$ cat src/clres_defines.vh
// clres_defines.vh: offsets, field layout, reset values and scaling
// constants for the cell result and total register bank.
// assumes: included by bare name from the design files under src/.
`ifndef CLRES_DEFINES_VH
`define CLRES_DEFINES_VH

// ****************************************************************
// register offsets
// ****************************************************************
`define CLRES_ADDR_W          8
`define CLRES_OFS_CODE_A      8'h53
`define CLRES_OFS_CODE_B      8'h54
`define CLRES_OFS_MODULE      8'h55
`define CLRES_OFS_CELL_SUM    8'h56

// ****************************************************************
// field layout and reset values
// ****************************************************************
`define CLRES_DATA_W          16
`define CLRES_CODE_W          14
`define CLRES_CODE_LSB        2
`define CLRES_CODE_MSB        15
`define CLRES_RESET_VAL       16'h0000
`define CLRES_UNMAPPED_VAL    16'h0000
`define CLRES_CLIP_LOW        16'h0000
`define CLRES_CLIP_HIGH       16'hFFFF

// ****************************************************************
// cell numbering of the results held here
// ****************************************************************
`define CLRES_IDX_W           4
`define CLRES_NUM_CELLS       14
`define CLRES_IDX_CODE_A      4'hD
`define CLRES_IDX_CODE_B      4'hE

// ****************************************************************
// scaling: cell step 5V/2^14, total step four cell steps (1.22mV)
// ****************************************************************
`define CLRES_CELL_FS_MV      5000
`define CLRES_MODULE_FS_MV    65000
`define CLRES_TOTAL_FS_MV     80000
`define CLRES_TOTAL_SHIFT     2
`define CLRES_ACC_W           20

`endif

$ cat src/clres_sum_accum.v
// clres_sum_accum.v: scan accumulator for the cell sum result.
// assumes: scan start, add and done strobes come from logic on i_clk;
// codes arrive as 14-bit unipolar or two's complement bipolar values.
`timescale 1ns/1ps
`include "clres_defines.vh"

module clres_sum_accum #(
    parameter CODE_W = `CLRES_CODE_W,
    parameter ACC_W  = `CLRES_ACC_W
) (
    input  wire              i_clk,
    input  wire              i_rst,
    input  wire              i_scan_start,
    input  wire              i_add,
    input  wire [CODE_W-1:0] i_code,
    input  wire              i_bipolar,
    input  wire              i_scan_done,
    output reg  [15:0]       o_total
);

    // ************************************************************
    // code extension by polarity format
    // ************************************************************
    function [ACC_W-1:0] code_ext;
        input [CODE_W-1:0] c;
        input              bip;
        begin
            if (bip) begin
                code_ext = {{(ACC_W-CODE_W){c[CODE_W-1]}}, c};
            end else begin
                code_ext = {{(ACC_W-CODE_W){1'b0}}, c};
            end
        end
    endfunction

    reg  [ACC_W-1:0] acc_q;
    reg  [ACC_W-1:0] acc_d;
    reg  [ACC_W-1:0] base;
    wire [ACC_W-1:0] scaled;

    // ************************************************************
    // running sum of the current scan
    // ************************************************************
    always @* begin
        base  = i_scan_start ? {ACC_W{1'b0}} : acc_q;
        acc_d = base;
        if (i_add) begin
            acc_d = base + code_ext(i_code, i_bipolar);
        end
    end

    // arithmetic shift keeps sign for the clip test
    assign scaled = $signed(acc_d) >>> `CLRES_TOTAL_SHIFT;

    always @(posedge i_clk) begin
        if (i_rst) begin
            acc_q   <= {ACC_W{1'b0}};
            o_total <= `CLRES_RESET_VAL;
        end else begin
            acc_q <= acc_d;
            if (i_scan_done) begin
                if (scaled[ACC_W-1]) begin
                    o_total <= `CLRES_CLIP_LOW;
                end else if (|scaled[ACC_W-2:16]) begin
                    o_total <= `CLRES_CLIP_HIGH;
                end else begin
                    o_total <= scaled[15:0];
                end
            end
        end
    end

endmodule

$ cat src/clres_regs.v
// clres_regs.v: read-only result registers for the upper two cells,
// the module voltage and the summed total of enabled cell results.
// Operation
// - cell results show their 14-bit code in bits 15:2
// - cell code full range corresponds to a 5V input
// - skipped disabled cell keeps stored data; readback picks filtered/raw
// - module result holds 14-bit code in bits 15:2, 65V full scale
// - skipped disabled module keeps stored data; readback picks source
// - total is 16-bit sum of cells enabled during the last scan
// - total is unsigned, 1.22mV step, range 0 to 80V
// - stale results of disabled measurements are not added to the total
// - unipolar and bipolar results are summed by their own format
// - current-sense channel results never enter the total
// - a negative total is clipped to 0x0000
// - all result registers are read-only and reset to 0x0000
// assumes: measurement engine strobes are on i_clk and one cycle long;
// the host port is a plain strobe bus, read data one cycle later.
//
// Design decision made here: strobed register access.
`timescale 1ns/1ps
`include "clres_defines.vh"

module clres_regs #(
    parameter ADDR_W    = `CLRES_ADDR_W,
    parameter CODE_W    = `CLRES_CODE_W,
    parameter IDX_W     = `CLRES_IDX_W,
    parameter NUM_CELLS = `CLRES_NUM_CELLS
) (
    input  wire                 i_clk,
    input  wire                 i_rst,
    // host register port
    input  wire [ADDR_W-1:0]    i_addr,
    input  wire [15:0]          i_wdata,
    input  wire                 i_wr,
    input  wire                 i_rd,
    output reg  [15:0]          o_rdata,
    output reg                  o_rvalid,
    // configuration levels
    input  wire [NUM_CELLS-1:0] i_cell_measure_enable,
    input  wire                 i_module_measure_enable,
    input  wire                 i_filtered_readback_select,
    // scan framing
    input  wire                 i_scan_start,
    input  wire                 i_scan_done,
    // per cell results
    input  wire                 i_cell_valid,
    input  wire [IDX_W-1:0]     i_cell_index,
    input  wire [CODE_W-1:0]    i_per_cell_code,
    input  wire [CODE_W-1:0]    i_per_cell_code_filt,
    input  wire                 i_cell_bipolar,
    input  wire                 i_current_sense_channel,
    // module voltage result
    input  wire                 i_module_valid,
    input  wire [CODE_W-1:0]    i_module_voltage_code,
    input  wire [CODE_W-1:0]    i_module_voltage_code_filt,
    output reg  [15:0]          o_cell_sum
);

    // ************************************************************
    // helpers
    // ************************************************************
    // place a 14-bit code at bits 15:2, low bits read zero
    function [15:0] left_justify;
        input [CODE_W-1:0] c;
        begin
            left_justify = {c, {`CLRES_CODE_LSB{1'b0}}};
        end
    endfunction

    // enable bit of a 1-based cell index, zero when out of range
    function cell_enabled;
        input [IDX_W-1:0]     idx;
        input [NUM_CELLS-1:0] en;
        integer k;
        begin
            cell_enabled = 1'b0;
            for (k = 0; k < NUM_CELLS; k = k + 1) begin
                if (idx == k[IDX_W-1:0] + 1'b1) begin
                    cell_enabled = en[k];
                end
            end
        end
    endfunction

    // ************************************************************
    // stored raw and filtered results
    // ************************************************************
    reg  [CODE_W-1:0] code_a_raw_q;
    reg  [CODE_W-1:0] code_a_filt_q;
    reg  [CODE_W-1:0] code_b_raw_q;
    reg  [CODE_W-1:0] code_b_filt_q;
    reg  [CODE_W-1:0] module_raw_q;
    reg  [CODE_W-1:0] module_filt_q;

    wire              cell_take;
    wire              cell_add;
    wire              module_take;
    wire [15:0]       total;

    // a disabled cell is skipped by the engine; its stale data stays
    assign cell_take = i_cell_valid &
                       cell_enabled(i_cell_index,
                                    i_cell_measure_enable);
    // only results taken in this scan, never current sense
    assign cell_add  = cell_take & ~i_current_sense_channel;
    assign module_take = i_module_valid & i_module_measure_enable;

    always @(posedge i_clk) begin
        if (i_rst) begin
            code_a_raw_q  <= {CODE_W{1'b0}};
            code_a_filt_q <= {CODE_W{1'b0}};
            code_b_raw_q  <= {CODE_W{1'b0}};
            code_b_filt_q <= {CODE_W{1'b0}};
            module_raw_q  <= {CODE_W{1'b0}};
            module_filt_q <= {CODE_W{1'b0}};
        end else begin
            // cell codes are 5V full scale values, module codes 65V full scale
            if (cell_take && i_cell_index == `CLRES_IDX_CODE_A) begin
                code_a_raw_q  <= i_per_cell_code;
                code_a_filt_q <= i_per_cell_code_filt;
            end
            if (cell_take && i_cell_index == `CLRES_IDX_CODE_B) begin
                code_b_raw_q  <= i_per_cell_code;
                code_b_filt_q <= i_per_cell_code_filt;
            end
            if (module_take) begin
                module_raw_q  <= i_module_voltage_code;
                module_filt_q <= i_module_voltage_code_filt;
            end
        end
    end

    // ************************************************************
    // total of enabled cell results
    // ************************************************************
    clres_sum_accum #(
        .CODE_W (CODE_W),
        .ACC_W  (`CLRES_ACC_W)
    ) u_accum (
        .i_clk        (i_clk),
        .i_rst        (i_rst),
        .i_scan_start (i_scan_start),
        .i_add        (cell_add),
        .i_code       (i_per_cell_code),
        .i_bipolar    (i_cell_bipolar),
        .i_scan_done  (i_scan_done),
        .o_total      (total)
    );

    always @(posedge i_clk) begin
        if (i_rst) begin
            o_cell_sum <= `CLRES_RESET_VAL;
        end else begin
            o_cell_sum <= total;
        end
    end

    // ************************************************************
    // host read path
    // ************************************************************
    reg [15:0] rdata_d;
    reg [CODE_W-1:0] sel_a;
    reg [CODE_W-1:0] sel_b;
    reg [CODE_W-1:0] sel_m;

    always @* begin
        sel_a = i_filtered_readback_select ? code_a_filt_q
                                           : code_a_raw_q;
        sel_b = i_filtered_readback_select ? code_b_filt_q
                                           : code_b_raw_q;
        sel_m = i_filtered_readback_select ? module_filt_q
                                           : module_raw_q;
        case (i_addr)
            `CLRES_OFS_CODE_A: begin
                rdata_d = left_justify(sel_a);
            end
            `CLRES_OFS_CODE_B: begin
                rdata_d = left_justify(sel_b);
            end
            `CLRES_OFS_MODULE: begin
                rdata_d = left_justify(sel_m);
            end
            `CLRES_OFS_CELL_SUM: begin
                rdata_d = total;
            end
            default: begin
                rdata_d = `CLRES_UNMAPPED_VAL;
            end
        endcase
    end

    // i_wdata is ignored and a write only blocks o_rvalid of a same-cycle read: every register here is read-only
    always @(posedge i_clk) begin
        if (i_rst) begin
            o_rdata  <= `CLRES_RESET_VAL;
            o_rvalid <= 1'b0;
        end else begin
            o_rvalid <= i_rd & ~i_wr;
            if (i_rd) begin
                o_rdata <= rdata_d;
            end else begin
                o_rdata <= `CLRES_RESET_VAL;
            end
        end
    end

endmodule

$ cat config.mk
export PLATFORM = sky130hd
export DESIGN_NAME = clres_regs
export DESIGN_NICKNAME = d
export VERILOG_FILES = /design/src/clres_sum_accum.v /design/src/clres_regs.v
export VERILOG_INCLUDE_DIRS = /design/src /design/src/src
export SDC_FILE = /design/constraint.sdc
export NUM_CORES = 1
export LEC_CHECK = 0
export ABC_AREA = 0
export ABC_CLOCK_PERIOD_IN_PS = 3100
export BUFFER_PORTS_ARGS = -buffer_cell sky130_fd_sc_hd__buf_4
export CAP_MARGIN = 0
export CORE_MARGIN = 2
export CORE_UTILIZATION = 30
export CTS_CLUSTER_DIAMETER = 150
export DETAILED_ROUTE_END_ITERATION = 10
export GPL_ROUTABILITY_DRIVEN = 1
export PLACE_DENSITY = 0.47
export SYNTH_ARGS = -nofsm -noshare
export SYNTH_HDL_FRONTEND = slang
export SYNTH_HIERARCHICAL = 1
export SYNTH_SLANG_ARGS = --single-unit
$ cat constraint.sdc
create_clock -name i_clk -period 3.1 [get_ports i_clk]
set_clock_uncertainty 0.1 [all_clocks]
set_input_delay 0.31 -clock i_clk [delete_from_list [all_inputs] [get_ports i_clk]]
set_output_delay 0.31 -clock i_clk [all_outputs]
set_load 0.01 [all_outputs]
# Word level (Yosys, flattened, before mapping)
# Cells that the tools add are included.
# word_totals
register_bits	153
elab_cells	65
# classes
muxes	24
eq_ne	18
n_reduce_logical	4
n_addsub	1
bitwise	7
# op_table
operator	count
20-bit two-way mux	4
16-bit one-hot mux with 4 select lines	1
14-bit two-way mux	3
8-bit by 7-bit equality test with 1-bit output, second input constant	4
16-bit two-way mux	2
4-bit equality test, second input constant	7
20-bit adder	1
4-bit by 3-bit equality test with 1-bit output, second input constant	4
1-bit two-way mux	14
4-bit by 2-bit equality test with 1-bit output, second input constant	2
1-bit bitwise AND	4
4-bit by 1-bit equality test with 1-bit output, second input constant	1
2-bit OR reduction	2
1-bit inverter	3
1-bit logical AND	2

# Longest topological paths before layout
# logic_depth
ltp_word	23
mapped_depth	15
depth_no_buf	12

# Cells and area by module
# The synthesis kept the hierarchy.
# by_module_without_submodules
mod	cells_each	instances	area_each_um2	seq_area_each_um2
clres_regs	542	1	4626.9	2342.2
clres_sum_accum	310	1	2517.4	720.7

# Worst setup path after synthesis
# OpenSTA, ideal clock, no wires.
# synth_timing
path_type	input -> register
start	input i_scan_start
end	register u_accum.o_total[2]
path_buffers	3
setup_slack_ns	-0.089
arrival_ns	3.031
path_stages	15
setup_time_ns	0.058
t_required_ns	2.942
cell_sequence	clkbuf_1 > clkbuf_1 > nor2b_1 > ha_1 > inv_1 > fa_1 > nor2b_1 > o31a_1 > o41ai_2 > o21ai_1 > mux2_2 > and2_1 > buf_2 > a21oi_1 > a21o_1
# synth_between
elab_chain_len	6
# synth_rtl
item	line_no	text
start: declaration	clres_regs.v:43	input wire i_scan_start,
20-bit two-way mux *	clres_sum_accum.v:45	base = i_scan_start ? {ACC_W{1'b0}} : acc_q;
20-bit adder	clres_sum_accum.v:48	acc_d = base + code_ext(i_code, i_bipolar);
20-bit two-way mux *	clres_sum_accum.v:47	if (i_add) begin
2-bit OR reduction	clres_sum_accum.v:64	end else if (|scaled[ACC_W-2:16]) begin
16-bit two-way mux	clres_sum_accum.v:64	
16-bit two-way mux *	clres_sum_accum.v:62	if (scaled[ACC_W-1]) begin
end signal: assignment	clres_sum_accum.v:63	o_total <= `CLRES_CLIP_LOW;
end signal: assignment	clres_sum_accum.v:65	o_total <= `CLRES_CLIP_HIGH;
end signal: assignment	clres_sum_accum.v:67	o_total <= scaled[15:0];
end: declaration	clres_sum_accum.v:18	output reg [15:0] o_total
# Every way passes the cells marked *; elsewhere a longest branch is shown, timed or not.
# A chain may end at the register's enable or synchronous reset.

# Worst setup path after layout
# layout_timing
start	register u_accum.acc_q[0]
end	register u_accum.o_total[7]
# layout_between
elab_chain_len	6
# layout_rtl
item	line_no	text
start: declaration	clres_sum_accum.v:36	reg [ACC_W-1:0] acc_q;
start signal: assignment	clres_sum_accum.v:57	acc_q <= {ACC_W{1'b0}};
20-bit two-way mux *	clres_sum_accum.v:45	
20-bit adder *	clres_sum_accum.v:48	
20-bit two-way mux *	clres_sum_accum.v:47	
2-bit OR reduction	clres_sum_accum.v:64	
16-bit two-way mux	clres_sum_accum.v:64	
16-bit two-way mux *	clres_sum_accum.v:62	
# Marked as above.

==> run_results.csv <==
group,metric,value,unit
logic_synthesis,synthXorXnorAreaFrac,0.01349,
final_layout,antenna_cells,0,
timing,worstMarginPinSlew,1098,ps
power_and_ir_drop,p_per_area,501.6,nW/um^2
worst_setup_path,start_kind,"flip-flop",
grt,grt_pass1_vias,6116,
drt,ant_nets,0,
drt,drtPass1Iterations,4,
timing,slew_headroom,0.2682,
clock_tree,cts_root_buf,"clkbuf_16",
min_path,worstHoldStart,"i_module_voltage_code_filt[9]",
timing,max_freq,346.0,MHz
logic_synthesis,synth_area,7144,um^2
min_path,hold_class,"in2reg",
min_path,whs_endpoint,"module_filt_q[9]",
worst_setup_path,worstSetupEndpointType,"flip-flop",
grt,grt_overflow,0,
worst_setup_path,r2r_cells,13,
drt,viasPerCell,4.932,
logic_synthesis,synth_ff_type,"dfxtp_1",
grt,grt_max_degree,60,
logic_synthesis,synthMuxAreaShare,0.04151,
clock_tree,clock_latency,440,ps
worst_setup_path,timing.rr.end,"u_accum/o_total[7]",
drt,wl,22890,um
grt,grt_pass1_wl,34490,um
worst_setup_path,criticalPathCategory,"reg2reg",
worst_setup_path,path_cells,"nor2b_2 -> ha_2 -> inv_1 -> fa_1 -> nor2b_1 -> o31a_1 -> o41ai_2 -> o21ai_2 -> mux2_2 -> nand2_1 -> a211oi_1 -> buf_4 -> o21ai_0",
logic_synthesis,yosysSeqAreaShare,0.4287,
timing,fin_ws,209.8,ps
floorplan,initial_utilization,0.3053,
final_layout,layout.nets,1117,
worst_setup_path,cp_slowest_stage_delay,410,ps
worst_setup_path,required,3360,ps
clock_tree,post_cts_buffers,0,
logic_synthesis,synth_cells,852,
job,maxCapViolCount,0,
clock_tree,cts_made_buffers,17,
placed_design,dp_cells,1286,
clock_tree,clock-sinks,153,
final_layout,drive_above_1_share,0.2190,
logic_synthesis,syn_nets,982,
min_path,holdPathStages,3,
final_layout,post-route-util,0.3931,
logic_synthesis,synthArstFlopShare,0,
final_layout,layoutNonFillerInstCount,1319,
worst_setup_path,r2r_slack,210,ps
logic_synthesis,ys_ff_latch,153,
logic_synthesis,synth_top_family_by_area,"compound AO/OA/AOI/OAI gates",
logic_synthesis,synth.avg_cell_area,8.385,um^2
timing,slew_violations,0,
clock_tree,h-tree-depth,4,
final_layout,area_growth,28.76,%
clock_tree,cts_tree,"done",
worst_setup_path,arrival,3150,ps
floorplan,design.core.area,23400,um^2
floorplan,die_y,158.3,um
power_and_ir_drop,peakVddDrop,0.2363,mV
logic_synthesis,ys_warn_count,6,
clock_tree,path_clk_slew,60,ps
outcome,status,"finished, final reports clean",
drt,detail_route.wl_per_cell,17.35,um
floorplan,io_pins,143,
floorplan,row_count,56,
grt,grtUsageTotal,0.1829,
power_and_ir_drop,leakage,3.697,nW
grt,grt_use_met2,0.2859,
logic_synthesis,yosys.area_share.simple,0.2112,
worst_setup_path,cpMaxStageDelayCell,"fa_1",
grt,antenna_found_initial,0,
timing,final.min_clock_period,2890,ps
logic_synthesis,synth_compound_area_frac,0.2278,
drt,drt_iter0_markers,437,
placed_design,dp_hpwl,16400,um
placed_design,place_ws,-158.1,ps
timing,setup_viol,0,
drt,num_vias,6505,
worst_setup_path,cp_top_family,"compound AO/OA/AOI/OAI gates",
worst_setup_path,crit_fanout,5,
logic_synthesis,synth_cell_types,61,
placed_design,io_buffers,126,
drt,drc,0,
timing,hold_ws,17.92,ps
grt,use_met3,0.03566,
floorplan,die_area,25070,um^2
timing,hold_viol,0,
floorplan,chipWidth,158.3,um
clock_tree,cts_max_path_buffers,2,
logic_synthesis,synth_fa_ha_area_frac,0.03608,
worst_setup_path,crit-reg2reg-launch,"u_accum/acc_q[0]",
timing,finalCritPeriodShare,0.9323,
worst_setup_path,critPathBufInv,2,
grt,use_met1,0.2575,
grt,busiest_layer,"met2",
placed_design,place_congestion,0.8316,
logic_synthesis,synth_edf_count,0,
timing,rsz0062_at_grt,"false",
-- metrics by stage --
stage | instance area (um^2) | TNS (ps) | total power, mW
after floorplan | 7163 | 0 | 2.364
after global placement | 8613 | -477.4 | 2.615
after detailed placement | 8613 | -1165 | 2.614
after CTS | 9194 | 0 | 4.664
after global routing | 9199 | 0 | 4.792
final | 9199 | 0 | 4.614
-- power breakdown --
group | internal (mW) | total (mW) | leakage, nW | switching (mW)
Clock | 1.20 | 2.05 | 0.284 | 0.845
Sequential | 2.02 | 2.05 | 1.24 | 0.0308
Combinational | 0.238 | 0.516 | 2.17 | 0.278
-- what timing repair did --
item / CTS / global route
resized for setup: 0 / 2
endpoints found under the hold margin: 1 / 0
hold buffers: 1 / 0
setup endpoints to repair: 0 / 11
-- routing by layer --
metal  routed length [um]  vias up
li1                     -     3301
met1                11220     3068
met2                10540      118
met3                  876       18
met4                  256        0
met5                    0        -
-- cell usage after synthesis (all sizes together), types with 2 or more instances --
cell type,instances,share of area
nand2,190,0.10
dfxtp,153,0.43
a21oi,115,0.083
nor2b,43,0.038
clkbuf,41,0.022
nor2,40,0.021
a221oi,33,0.041
mux2i,24,0.034
ha,19,0.033
a21o,16,0.017
o21ai,16,0.011
buf,15,0.014
o32ai,15,0.018
a2bb2oi,14,0.017
a211oi,11,0.012
nor3,10,0.0084
inv,9,0.0047
nand2b,8,0.0081
nand3,8,0.0056
and2,7,0.0061
xnor2,6,0.0074
o21a,5,0.0053
xor2,5,0.0061
a31oi,4,0.0035
nand4,4,0.0035
mux2,3,0.0047
nor3b,3,0.0039
o21bai,3,0.0032
or3,3,0.0026
or4,3,0.0032
and3,2,0.0018
and4,2,0.0025
nand3b,2,0.0021
nor4,2,0.0026
o22ai,2,0.0018
o32a,2,0.0028
-- tightest hold or removal path, stage by stage --
cell and delay, ps:
buf_4 110, nand2_1 40, a21oi_1 50
-- area by class of cell --
class	count	area, um^2
inverters	10	37.54
flip-flops and latches	153	3063
clock inverters	12	123.9
multi-input cells	633	3810
repair buffers	172	1319
fillers	2490	14200
clock buffers	20	446.7
well taps	319	399.1
-- state kept, by name (all words and copies together), names as in the netlist, 16 cells and up --
name,cells
o_cell_sum,16
u_accum/acc_q,20
u_accum/o_total,16
o_rdata,16
-- worst max-delay path by stage --
| stage | start | end | slack (ps) | cells after the start |
|---|---|---|---|---|
| final | u_accum/acc_q[0] | u_accum/o_total[7] | 210 | 13 |
| after global routing | u_accum/acc_q[9] | u_accum/o_total[3] | 0.08 | 12 |
| after CTS | u_accum/acc_q[0] | u_accum/o_total[13] | 20 | 12 |
| after detailed placement | i_scan_start | u_accum/o_total[13] | -160 | 13 |
| after global placement | i_scan_start | u_accum/o_total[13] | -90 | 13 |
| after floorplan | i_scan_start | u_accum/o_total[2] | 10 | 15 |
-- placed cells by master (no fill, tap or decap), types with 6 or more instances in the layout --
cell type / Yosys / final
nor2b_1: 43 / 42
and2_1: 7 / 6
a221oi_1: 32 / 32
clkbuf_16: 0 / 17
a21oi_1: 111 / 111
o32ai_1: 15 / 15
ha_1: 19 / 18
mux2i_1: 24 / 24
nor2_1: 40 / 40
nor3_1: 8 / 8
inv_1: 9 / 9
nand2_1: 190 / 190
nand2b_1: 7 / 7
o21ai_0: 13 / 13
clkinv_2: 0 / 6
buf_4: 0 / 169
nand3_1: 8 / 8
a21o_1: 16 / 16
a211oi_1: 11 / 11
dfxtp_1: 153 / 153
a2bb2oi_1: 14 / 14
xnor2_1: 6 / 6
-- kinds of logic (layout without fill, tap and decap cells) --
| kind of cell | after synthesis | count (layout) |
|---|---|---|
| adder cells (fa/ha/maj) | 20 | 20 |
| multiplexers | 28 | 28 |
| AO/OA/AOI/OAI | 245 | 245 |
| flip-flops | 153 | 153 |
| XOR/XNOR | 11 | 11 |
| AND/OR/NAND/NOR | 329 | 329 |
| buffers and inverters | 66 | 214 |
Note: power is estimated with default switching activity, not from simulation.
